==> config.mk <==
export PLATFORM = sky130hd
export DESIGN_NAME = vds_top
export DESIGN_NICKNAME = d
export VERILOG_FILES = /design/src/logic/vds_pkg.sv /design/src/logic/vds_valve_slot.sv /design/src/logic/vds_seq.sv /design/src/logic/vds_top.sv
export VERILOG_INCLUDE_DIRS = /design/src /design/src/logic
export SDC_FILE = /design/constraint.sdc
export NUM_CORES = 1
export LEC_CHECK = 0
export BUFFER_PORTS_ARGS = -buffer_cell sky130_fd_sc_hd__clkbuf_2
export CORE_MARGIN = 1
export CORE_UTILIZATION = 60
export CTS_CLUSTER_DIAMETER = 60
export DETAILED_ROUTE_END_ITERATION = 16
export PLACE_DENSITY = 0.76
export SETUP_SLACK_MARGIN = 0.02
export SLEW_MARGIN = 20
export SYNTH_ARGS = -nofsm -noshare
export SYNTH_HDL_FRONTEND = slang
export SYNTH_SLANG_ARGS = --single-unit
==> constraint.sdc <==
create_clock -name core_clk -period 2.77 [get_ports core_clk]
set_input_delay 0 -clock core_clk [delete_from_list [all_inputs] [get_ports core_clk]]
set_output_delay 0 -clock core_clk [all_outputs]
set_load 0.02 [all_outputs]
==> src/logic/vds_map.svh <==
// Register offsets, field positions, reset values and timing counts of the valve scheduler
`ifndef VDS_MAP_SVH
`define VDS_MAP_SVH
// ==========================================
// Register offsets (word index on the plain port)
`define VDS_ADDR_CONTROL 8'h00
`define VDS_ADDR_FORCE 8'h01
`define VDS_ADDR_STATUS 8'h02
`define VDS_ADDR_WEEKDAY 8'h03
`define VDS_ADDR_HOUR 8'h04
`define VDS_ADDR_MINUTE 8'h05
`define VDS_ADDR_LEN0 8'h06
`define VDS_ADDR_LEN1 8'h07
`define VDS_ADDR_LEN2 8'h08
// ==========================================
// Control fields
`define VDS_CTL_CLEAR_BIT 0
`define VDS_CTL_OVERRIDE_BIT 1
// ==========================================
// Factory defaults
`define VDS_DEF_HOUR 16'h0016
`define VDS_DEF_MINUTE 16'h001E
`define VDS_DEF_LEN 16'h00B4
`define VDS_DEF_WEEKDAY 21'h02_0202
// ==========================================
// Timing
`define VDS_MIN_PER_DAY 16'h05A0
`endif

==> src/logic/vds_pkg.sv <==
// Types shared by the valve scheduler files
package vds_pkg;
   // Time of day and weekday from the UTC clock source
   typedef struct packed {
      logic [4:0] hour;
      logic [5:0] minute;
      logic [2:0] weekday;
      logic minute_tick;
   } vds_time_s;
   // Register port request
   typedef struct packed {
      logic [7:0] addr;
      logic [15:0] wdata;
      logic wr;
      logic rd;
   } vds_req_s;
   typedef enum logic [2:0] {
      VDS_IDLE = 3'b001,
      VDS_OPEN = 3'b010,
      VDS_HOLD = 3'b100
   } vds_state_e;
endpackage

==> src/logic/vds_valve_slot.sv <==
// One valve's schedule timer: open on the start minute, count the duration, then close
`timescale 1ns/10ps
`include "vds_map.svh"
module vds_valve_slot (
   // Clock and reset
   input wire logic core_clk,
   input wire logic resetn,
   // Schedule inputs
   input wire logic start_hit,
   input wire logic day_on,
   input wire logic minute_tick,
   input wire logic [15:0] length_min,
   input wire logic suspend,
   // Sequencing grants and request flags
   input wire logic open_grant,
   input wire logic close_grant,
   output logic open_req,
   output logic close_req,
   output logic is_open
);
   vds_pkg::vds_state_e state_reg;
   vds_pkg::vds_state_e state_next;
   logic [15:0] left_reg;
   logic [15:0] left_next;
   wire logic expired = (left_reg == 16'h0000);
   assign open_req = (state_reg == vds_pkg::VDS_OPEN);
   assign close_req = (state_reg == vds_pkg::VDS_HOLD) && expired;
   assign is_open = (state_reg == vds_pkg::VDS_HOLD);
   always_comb begin
      state_next = state_reg;
      left_next = left_reg;
      unique case (state_reg)
         vds_pkg::VDS_IDLE: begin
            if (start_hit && day_on && !suspend) begin
               state_next = vds_pkg::VDS_OPEN;
            end
         end
         vds_pkg::VDS_OPEN: begin
            if (suspend) begin
               state_next = vds_pkg::VDS_IDLE;
            end else if (open_grant) begin
               state_next = vds_pkg::VDS_HOLD;
               left_next = length_min;
            end
         end
         vds_pkg::VDS_HOLD: begin
            if (suspend) begin
               state_next = vds_pkg::VDS_IDLE;
            end else if (expired) begin
               if (close_grant) begin
                  state_next = vds_pkg::VDS_IDLE;
               end
            end else if (minute_tick) begin
               left_next = left_reg - 16'h0001;
            end
         end
         default: begin
            state_next = vds_pkg::VDS_IDLE;
         end
      endcase
   end
   always_ff @(posedge core_clk or negedge resetn) begin
      if (!resetn) begin
         state_reg <= vds_pkg::VDS_IDLE;
         left_reg <= 16'h0000;
      end else begin
         state_reg <= state_next;
         left_reg <= left_next;
      end
   end
endmodule

==> src/logic/vds_seq.sv <==
// Grants one request per cycle, lowest valve number first
`timescale 1ns/10ps
module vds_seq #(
   parameter int N = 3
) (
   // Requests and one-hot grant
   input wire logic [N-1:0] req,
   output logic [N-1:0] grant
);
   // Lowest set bit wins, so valve 1 goes before 2 before 3
   assign grant = req & (~req + {{(N-1){1'b0}}, 1'b1});
endmodule

==> src/logic/vds_top.sv <==
// Weekday valve scheduler: registers, start detection, sequencing and outputs
// How it works
// Writing one to the clear control erases every weekday enable.
// Override on makes the block ignore all scheduled opens and closes.
// Override on drives each valve straight from its force command bit while supply is not low.
// Override lamp is lit exactly while override is on.
// Any-open lamp is lit while at least one valve is open.
// Status register shows each valve position, one meaning open.
// Enabled weekday and matching start hour and minute open the valve.
// Valve stays open for its programmed minutes, then closes.
// Simultaneous closes happen one per cycle, valve 1 then 2 then 3.
// Simultaneous opens happen one per cycle, valve 1 then 2 then 3.
// One start hour is shared by all three valves.
// Start time is compared with the UTC clock input.
// Operator should keep durations at or below 1440 minutes.
// Activity lamp is lit while the control loop runs.
// Reset default is automatic mode with override cleared.
// Reset schedule: valve 1 Monday, 2 Tuesday, 3 Wednesday, 22:30, 180 min.
// Mode is held across restarts by the retained mode input.
// Low supply closes all valves until the indication clears.
// Each valve is timed independently; several may be open at once.
// A start fires once per matching minute, not again within it.
//
// Local design decisions: the register addresses and strobed register access.
`timescale 1ns/10ps
`include "vds_map.svh"
module vds_top #(
   parameter int NV = 3
) (
   // Clock and reset
   input wire logic core_clk,
   input wire logic resetn,
   // Register port
   input wire vds_pkg::vds_req_s bus_req,
   output logic [15:0] rdata,
   // UTC time source
   input wire vds_pkg::vds_time_s utc_time,
   // Retained mode from non-volatile storage, taken after reset
   input wire logic saved_override,
   // Supply supervisor, high while supply is low
   input wire logic low_supply,
   // Valve drives
   output logic [NV-1:0] valve_drive,
   // Lamps
   output logic activity_lamp,
   output logic override_lamp,
   output logic any_open_lamp,
   // Current override mode, for storage
   output logic override_saved
);
   // ==========================================
   // Registers
   logic override_select_reg;
   logic [NV-1:0] valve_force_cmd_reg;
   logic [7*NV-1:0] weekday_enable_reg;
   logic [15:0] open_time_hour_reg;
   logic [15:0] open_time_minute_reg;
   logic [15:0] open_length_minutes_reg [NV];
   logic [15:0] rdata_reg;
   logic [NV-1:0] valve_drive_reg;
   logic activity_lamp_reg;
   logic override_lamp_reg;
   logic any_open_lamp_reg;
   logic strap_done_reg;
   logic fired_reg;
   // ==========================================
   // Decode
   wire logic wr_ctl = bus_req.wr && (bus_req.addr == `VDS_ADDR_CONTROL);
   wire logic wr_force = bus_req.wr && (bus_req.addr == `VDS_ADDR_FORCE);
   wire logic wr_week = bus_req.wr && (bus_req.addr == `VDS_ADDR_WEEKDAY);
   wire logic wr_hour = bus_req.wr && (bus_req.addr == `VDS_ADDR_HOUR);
   wire logic wr_min = bus_req.wr && (bus_req.addr == `VDS_ADDR_MINUTE);
   wire logic clear_hit = wr_ctl && bus_req.wdata[`VDS_CTL_CLEAR_BIT];
   wire logic [NV-1:0] wr_len;
   assign wr_len[0] = bus_req.wr && (bus_req.addr == `VDS_ADDR_LEN0);
   assign wr_len[1] = bus_req.wr && (bus_req.addr == `VDS_ADDR_LEN1);
   assign wr_len[2] = bus_req.wr && (bus_req.addr == `VDS_ADDR_LEN2);
   // ==========================================
   // Start detection
   wire logic time_match = (open_time_hour_reg == {11'h000, utc_time.hour})
      && (open_time_minute_reg == {10'h000, utc_time.minute});
   // Edge of the match so a start fires once per minute
   wire logic start_hit = time_match && !fired_reg;
   wire logic suspend = override_select_reg || low_supply;
   // ==========================================
   // Valve slots
   wire logic [NV-1:0] open_req;
   wire logic [NV-1:0] close_req;
   wire logic [NV-1:0] open_grant;
   wire logic [NV-1:0] close_grant;
   wire logic [NV-1:0] is_open;
   wire logic [NV-1:0] day_on;
   vds_seq #(.N(NV)) u_open_seq (
      .req(open_req),
      .grant(open_grant)
   );
   vds_seq #(.N(NV)) u_close_seq (
      .req(close_req),
      .grant(close_grant)
   );
   genvar gi;
   generate
      for (gi = 0; gi < NV; gi++) begin : g_slot
         assign day_on[gi] = weekday_enable_reg[7*gi + utc_time.weekday];
         vds_valve_slot u_slot (
            .core_clk(core_clk),
            .resetn(resetn),
            .start_hit(start_hit),
            .day_on(day_on[gi]),
            .minute_tick(utc_time.minute_tick),
            .length_min(open_length_minutes_reg[gi]),
            .suspend(suspend),
            .open_grant(open_grant[gi]),
            .close_grant(close_grant[gi]),
            .open_req(open_req[gi]),
            .close_req(close_req[gi]),
            .is_open(is_open[gi])
         );
      end
   endgenerate
   // ==========================================
   // Valve drive selection
   wire logic [NV-1:0] drive_next = low_supply ? {NV{1'b0}}
      : override_select_reg ? valve_force_cmd_reg
      : is_open;
   // ==========================================
   // Read mux
   logic [15:0] rd_mux;
   always_comb begin
      rd_mux = 16'h0000;
      unique case (bus_req.addr)
         `VDS_ADDR_CONTROL: rd_mux = {14'h0000, override_select_reg, 1'b0};
         `VDS_ADDR_FORCE: rd_mux = {13'h0000, valve_force_cmd_reg};
         `VDS_ADDR_STATUS: rd_mux = {13'h0000, valve_drive_reg};
         `VDS_ADDR_WEEKDAY: rd_mux = weekday_enable_reg[15:0];
         `VDS_ADDR_HOUR: rd_mux = open_time_hour_reg;
         `VDS_ADDR_MINUTE: rd_mux = open_time_minute_reg;
         `VDS_ADDR_LEN0: rd_mux = open_length_minutes_reg[0];
         `VDS_ADDR_LEN1: rd_mux = open_length_minutes_reg[1];
         `VDS_ADDR_LEN2: rd_mux = open_length_minutes_reg[2];
         default: rd_mux = 16'h0000;
      endcase
   end
   // Weekday bits above 15 read through the force address upper half
   wire logic [15:0] rd_value = (bus_req.addr == `VDS_ADDR_FORCE)
      ? {weekday_enable_reg[20:16], 8'h00, valve_force_cmd_reg} : rd_mux;
   // ==========================================
   // Control and schedule registers
   always_ff @(posedge core_clk or negedge resetn) begin
      if (!resetn) begin
         override_select_reg <= 1'b0;
         strap_done_reg <= 1'b0;
      end else if (!strap_done_reg) begin
         override_select_reg <= saved_override;
         strap_done_reg <= 1'b1;
      end else if (wr_ctl) begin
         override_select_reg <= bus_req.wdata[`VDS_CTL_OVERRIDE_BIT];
      end
   end
   always_ff @(posedge core_clk or negedge resetn) begin
      if (!resetn) begin
         weekday_enable_reg <= `VDS_DEF_WEEKDAY;
      end else if (clear_hit) begin
         weekday_enable_reg <= 21'h00_0000;
      end else if (wr_week) begin
         weekday_enable_reg[15:0] <= bus_req.wdata;
      end else if (wr_force) begin
         weekday_enable_reg[20:16] <= bus_req.wdata[15:11];
      end
   end
   always_ff @(posedge core_clk or negedge resetn) begin
      if (!resetn) begin
         valve_force_cmd_reg <= {NV{1'b0}};
         open_time_hour_reg <= `VDS_DEF_HOUR;
         open_time_minute_reg <= `VDS_DEF_MINUTE;
      end else begin
         if (wr_force) begin
            valve_force_cmd_reg <= bus_req.wdata[NV-1:0];
         end
         if (wr_hour) begin
            open_time_hour_reg <= bus_req.wdata;
         end
         if (wr_min) begin
            open_time_minute_reg <= bus_req.wdata;
         end
      end
   end
   generate
      for (gi = 0; gi < NV; gi++) begin : g_len
         always_ff @(posedge core_clk or negedge resetn) begin
            if (!resetn) begin
               open_length_minutes_reg[gi] <= `VDS_DEF_LEN;
            end else if (wr_len[gi]) begin
               // Values above a day are stored as given; the operator keeps them in range
               open_length_minutes_reg[gi] <= bus_req.wdata;
            end
         end
      end
   endgenerate
   // ==========================================
   // Start latch, outputs and lamps
   always_ff @(posedge core_clk or negedge resetn) begin
      if (!resetn) begin
         fired_reg <= 1'b0;
         rdata_reg <= 16'h0000;
         valve_drive_reg <= {NV{1'b0}};
         activity_lamp_reg <= 1'b0;
         override_lamp_reg <= 1'b0;
         any_open_lamp_reg <= 1'b0;
      end else begin
         fired_reg <= time_match;
         rdata_reg <= bus_req.rd ? rd_value : 16'h0000;
         valve_drive_reg <= drive_next;
         activity_lamp_reg <= 1'b1;
         override_lamp_reg <= override_select_reg;
         any_open_lamp_reg <= |drive_next;
      end
   end
   assign rdata = rdata_reg;
   assign valve_drive = valve_drive_reg;
   assign activity_lamp = activity_lamp_reg;
   assign override_lamp = override_lamp_reg;
   assign any_open_lamp = any_open_lamp_reg;
   assign override_saved = override_select_reg;
endmodule

== Word level (Yosys, flattened, before mapping) ==
Cells that the tools add are included.
Word-level totals
  word-level logic and storage cells: 179
  output and inout port bits: 23
  flip-flop bits (word level): 185
  bits of input ports: 45
Operators by class
  bitwise operators: 4
  reduce and logical (&&, ||, !) cells: 40
  multiplexer cells: 56
  add/subtract/negate cells: 7
  eq/ne operators: 48
  order comparisons: 3
Operators with widths (count)
  $mux 16: 18
  $pmux 16 s8: 1
  $pmux 16 s2: 3
  $mux 3: 20
  $logic_not 16->1: 3
  $sub 16x1->16 const B: 3
  $eq 8x3->1 const B: 4
  $ne 2x2->1 const B: 15
  $ne 3x2->1 const B: 9
  $pmux 3 s3: 3
  $mux 21: 1
  $logic_and 1x1->1: 20
  $reduce_and 6->1: 3
  $eq 16x5->1: 1
  $eq 16x6->1: 1
  $eq 8x2->1 const B: 2
  $reduce_and 4->1: 3
  $bmux 1 s5: 2
  $mux 5: 2
  $ne 2x1->1 const B: 5
  $reduce_bool 2->1: 5
  $eq 3x1->1 const B: 3
  $eq 3x2->1 const B: 3
  $eq 3x3->1 const B: 3
  other kinds (17): 25

== Logic depth before layout (Yosys ltp) ==
  depth in word-level cells: 9
  depth in mapped cells: 8
  mapped depth without buffers: 7

== Hierarchy ==
From an unflattened synthesis, not the netlist that was laid out.
Second synthesis, totals
  cell total of the unflattened synthesis: 957
  area total of the unflattened synthesis: 10428.8 µm²
By module, submodules not included
  vds_top: sequential area each 3230.6 µm², area an instance 6276.0 µm², instances 1, cells each 492
  vds_valve_slot (g_slot[0].u_slot ...): sequential area each 476.7 µm², area an instance 1388.8 µm², instances 2, cells each 156
  vds_valve_slot (g_slot[2].u_slot): sequential area each 476.7 µm², area an instance 1322.5 µm², instances 1, cells each 147
  vds_seq: sequential area each 0.0 µm², area an instance 26.3 µm², instances 2, cells each 3

== Worst setup path after synthesis ==
No wires, ideal clock.
  kind: register to register
  start point: register override_select_reg, in the netlist override_saved
  end point: register g_slot[2].u_slot.left_reg[1]
  path buffers: 2
  slack: 0.374 ns
  data arrival time: 2.272 ns
  setup time: 0.125 ns
  required time: 2.645 ns
  period minus slack after synthesis: 2.396 ns
  stages on the path, launching flop included: 8
  path through: dfrtp_1 buf_2 or2_2 clkbuf_1 or4_1 o21a_1 nor2_2 mux2_2
On the way
  cells in the longest elaborated chain, start to end: 3
  elaborated cells between the ends (all ways): 4
  those cells by class: 2 x eq/ne; 2 x reduce/logical
Ends and longest elaborated chain
  from (decl): line vds_top.sv:53  | logic override_select_reg;
  from (signal assigned): line vds_top.sv:154  | override_select_reg <= saved_override;
  from (signal assigned): line vds_top.sv:157  | override_select_reg <= bus_req.wdata[`VDS_CTL_OVERRIDE_BIT];
  $logic_or 1x1->1 *: line vds_top.sv:84  | wire logic suspend = override_select_reg || low_supply;
  $ne 2x2->1 (no line)
  $reduce_and 6->1 (no line) *
  to (signal assigned): line vds_valve_slot.sv:68  | left_reg <= left_next;
  to (decl): line vds_valve_slot.sv:23  | logic [15:0] left_reg;
Mark *: on every way between the ends. The rest lies on a longest branch, timed or not.
A chain may end at the register's enable or synchronous reset.

== Final worst setup path ==
  start point: register g_slot[0].u_slot.state_reg[2]
  end point: register g_slot[2].u_slot.left_reg[2]
On the way
  cells in the longest elaborated chain, start to end: 6
Ends and longest elaborated chain
  from (decl): line vds_valve_slot.sv:21  | vds_pkg::vds_state_e state_reg;
  from (signal assigned): line vds_valve_slot.sv:64  | state_reg <= vds_pkg::VDS_IDLE;
  from (signal assigned): line vds_valve_slot.sv:67  | state_reg <= state_next;
  $eq 3x2->1: line vds_valve_slot.sv:26  | assign open_req = (state_reg == vds_pkg::VDS_OPEN);
  $not 3->3: line vds_seq.sv:11  | assign grant = req & (~req + {{(N-1){1'b0}}, 1'b1});
  $add 3x1->3: line vds_seq.sv:11
  $and 3x3->3: line vds_seq.sv:11
  $ne 2x2->1 (no line)
  $reduce_and 6->1 (no line)
No other way between the ends.

==> out/results.txt <==
Vias in the first global route = 7,421
Port bufs = 67
Setup TNS = 0 ns
Largest area contributor in the netlist = sky130_fd_sc_hd__dfrtp_1
Remaining DRCs = 0
Number of synthesized flops with an enable pin = 0
Beginning of the worst register-to-register path = g_slot[0].u_slot.state_reg[2]
Clock Latency Late Sink = 0.44 ns
Synthesized instance count = 918
Final hold violations = 0
Time the final worst path needs with I/O delays and setup = 2.39 ns
Fill cells = 1,156
Share of async-settable or async-resettable flops after synthesis = 1.00
Number of top-level pins = 68
Die width = 130 um
Top cells by count, synth = sky130_fd_sc_hd__dfrtp_1, sky130_fd_sc_hd__a21oi_1, sky130_fd_sc_hd__mux2_2, sky130_fd_sc_hd__nor2_1, sky130_fd_sc_hd__nand2_1
Average routed wire per standard cell = 21.5 um
Critical path class = reg -> reg
Clock Sink Count = 185
Number of vias per cell = 6.57
Worst r2r dst = g_slot[2].u_slot.left_reg[2]
Clock tree from TritonCTS = yes
Share of final-layout standard cells stronger than drive strength 1 = 0.275
Height of the chip = 130 um
First-pass GRT wire length = 41,500 um
Critical-path maximum fanout = 12
Final count of pins violating max slew = 0
Count of distinct cell types in the synthesized netlist = 73
Clk_skew = 0.0104 ns
Initial standard-cell utilization of the core = 0.619
Prevailing post-synth register cell = sky130_fd_sc_hd__dfrtp_1
HPWL after DPL = 18,200 um
Max IR drop VDD = 0.485 mV
Via Count = 8,012
Data arrival at the endpoint of the critical path = 2.69 ns
Critical path endpoint category = flip-flop
Critical Path Start Type = flip-flop
Pin count of the biggest net entering global routing = 101
Post-synthesis cell area = 9860 um^2
Mapped Nets = 972
Most instantiated library cell after synthesis = sky130_fd_sc_hd__dfrtp_1
Area share of the largest cell type after synthesis = 0.406
Relative slew slack = 0.404
CP cell instances = or3b_2 -> a2111oi_0 -> nor2_1 -> nand2_1 -> o21ai_0
Number of H-tree levels = 4
Worst reg2reg path depth = 5
Layout-stage area growth over the synthesis result = 14.0%
Maximum Capacitance Violations = 0
Number of buffers added for setup after CTS = 0
Crit path largest cell delay = 0.54 ns
Kind of cell adding the most delay to the critical path = simple AND/OR/NAND/NOR gates
Die Outline Area = 17,000 um^2
CTS Buf Count = 17
Type of the worst min-delay path = in -> reg
Avg Inst Size Synth = 10.7 um^2
Final wirelength = 26,200 um
CTS root buf = sky130_fd_sc_hd__clkbuf_16
Post-route clock period utilization = 0.863
Core Rows = 46
Slew at the pin closest to its max-slew limit = 0.892 ns
End of the critical path = g_slot[2].u_slot.left_reg[2]
Post-layout nets = 1,044
Leakage = 0.00498 uW
Combined buffer and inverter count along the critical path = 0
Cell types with the largest area share after synthesis = sky130_fd_sc_hd__dfrtp_1, sky130_fd_sc_hd__mux2_2, sky130_fd_sc_hd__dfstp_2
ANT nets after route = 0
Diode insertion count for antenna repair = 0
First-pass iteration count of the detailed router = 6
Data required, critical path = 3.07 ns
Number of cells on the critical path = 5
#FFs+latches synth = 185
Maximum clock frequency = 418 MHz
Global placement routability congestion = 0.910
Total global-route track usage = 0.330
Run status = finished clean
Total number of yosys warnings = 0
Longest Clk Path Bufs = 2
Worst hold slack after final layout = 0.0655 ns
Crit path max-delay cell type = sky130_fd_sc_hd__or3b_2
Final count of negative-setup-slack endpoints = 0
Setup repair after global routing missed its margin = false
Core Region = 15,900 um^2
Startpoint of the worst setup timing path = g_slot[0].u_slot.state_reg[2]
Remaining Overflow, GRT = 0
Internal reg-to-reg setup slack = 0.38 ns
Clock transition at the registers of the reported paths = 0.07 ns
Starting DRC count in detailed routing = 959
Antenna violations before repair = 0
Sequential fraction of the synthesis area = 0.473
Power density over the cells = 515 nW/um^2
==> stage by stage <==
stage / power, uW / util / cell area, um^2 / cells / worst slack (ns)
2_1_floorplan: 3190 / - / 9860 / 918 / 0.374
3_3_place_gp: 3410 / 0.657 / 10500 / 1168 / 0.325
3_5_place_dp: 3420 / 0.657 / 10500 / 1168 / 0.230
4_1_cts: 5790 / 0.704 / 11200 / 1219 / 0.210
5_1_grt: 5970 / 0.705 / 11200 / 1219 / 0.153
6_report: 5790 / 0.705 / 11200 / 1219 / 0.379
==> worst register-to-register path: cells and delay by family (launching register included) <==
kind / cells / cell delay [ns]
DFF: 1 / 0.41
AOI/OAI and AO/OA: 2 / 0.65
and+or+nand+nor: 3 / 1.21
==> worst min-delay path by stage <==
stage	from	end	slack, ns	cells past startpoint
after floorplan	resetn	activity_lamp	-0.30	0
after global placement	resetn	g_slot[1].u_slot.left_reg[9]	0.15	1
after detailed placement	resetn	g_slot[1].u_slot.left_reg[8]	0.16	1
after CTS	bus_req[19]	weekday_enable_reg[0]	0.05	3
after global routing	bus_req[19]	weekday_enable_reg[0]	0.11	3
final	bus_req[19]	weekday_enable_reg[0]	0.07	3
==> cell families (layout without fill, tap and decap cells) <==
| family | count (synthesis) | after routing | synth area share |
|---|---|---|---|
| AO/OA/AOI/OAI | 233 | 233 | 0.150 |
| XOR/XNOR | 12 | 12 | 0.0107 |
| adder cells (fa/ha/maj) | 9 | 9 | 0.0114 |
| buffers and inverters | 76 | 161 | 0.0331 |
| flip-flops | 185 | 185 | 0.473 |
| multiplexers | 121 | 121 | 0.169 |
| other | 1 | 1 | 0.000380 |
| AND/OR/NAND/NOR | 281 | 281 | 0.152 |
==> routing by layer <==
metal / track usage / routed length, um
met1: 0.475 / 11300
met2: 0.507 / 12000
met3: 0.0644 / 2090
met4: 0.107 / 712
met5: 0 / 0
==> repair_timing <==
item | in CTS | in global routing
gates resized for setup | 0 | 1
endpoints found under the hold margin | 196 | 0
hold buffers | 19 | 0
endpoints found under the setup margin | 0 | 2
==> where the power goes <==
group / switching (uW) / leakage, uW / internal (uW) / total, uW
Sequential: 98.2 / 0.00242 / 2810 / 2900
Combinational: 277 / 0.00229 / 223 / 500
Clock: 1110 / 0.000271 / 1280 / 2390
==> placed cells by master, fill, tap and decap left out, types with 11 or more instances in the layout <==
cell	synthesis	layout
sky130_fd_sc_hd__dlygate4sd3_1	0	19
sky130_fd_sc_hd__nor2_1	67	67
sky130_fd_sc_hd__clkbuf_2	0	66
sky130_fd_sc_hd__dfstp_2	25	25
sky130_fd_sc_hd__nand2_1	61	61
sky130_fd_sc_hd__a2bb2oi_1	11	11
sky130_fd_sc_hd__nand3_1	43	43
sky130_fd_sc_hd__nor3_1	17	15
sky130_fd_sc_hd__mux2_4	20	20
sky130_fd_sc_hd__mux2i_1	12	12
sky130_fd_sc_hd__mux2_2	67	67
sky130_fd_sc_hd__mux4_2	22	22
sky130_fd_sc_hd__clkbuf_16	0	17
sky130_fd_sc_hd__nand4_1	11	11
sky130_fd_sc_hd__a22oi_1	16	16
sky130_fd_sc_hd__buf_4	1	22
sky130_fd_sc_hd__a21oi_1	70	70
sky130_fd_sc_hd__dfrtp_1	160	160
sky130_fd_sc_hd__o21ai_0	53	53
sky130_fd_sc_hd__inv_1	18	18
sky130_fd_sc_hd__a31oi_1	17	17
sky130_fd_sc_hd__nor4_1	21	21
sky130_fd_sc_hd__xnor2_1	12	12
==> final cells by class <==
class | count | area, um^2 | area share
flip-flops and latches | 185 | 4660 | 0.415
multi-input cells | 657 | 4920 | 0.437
clock buffers | 21 | 450 | 0.0401
well taps | 216 | 270 | 0.0240
repair buffers | 111 | 759 | 0.0676
inverters | 18 | 67.6 | 0.00601
clock inverters | 11 | 114 | 0.0101
No activity file was read; power rests on OpenSTA's default activity.
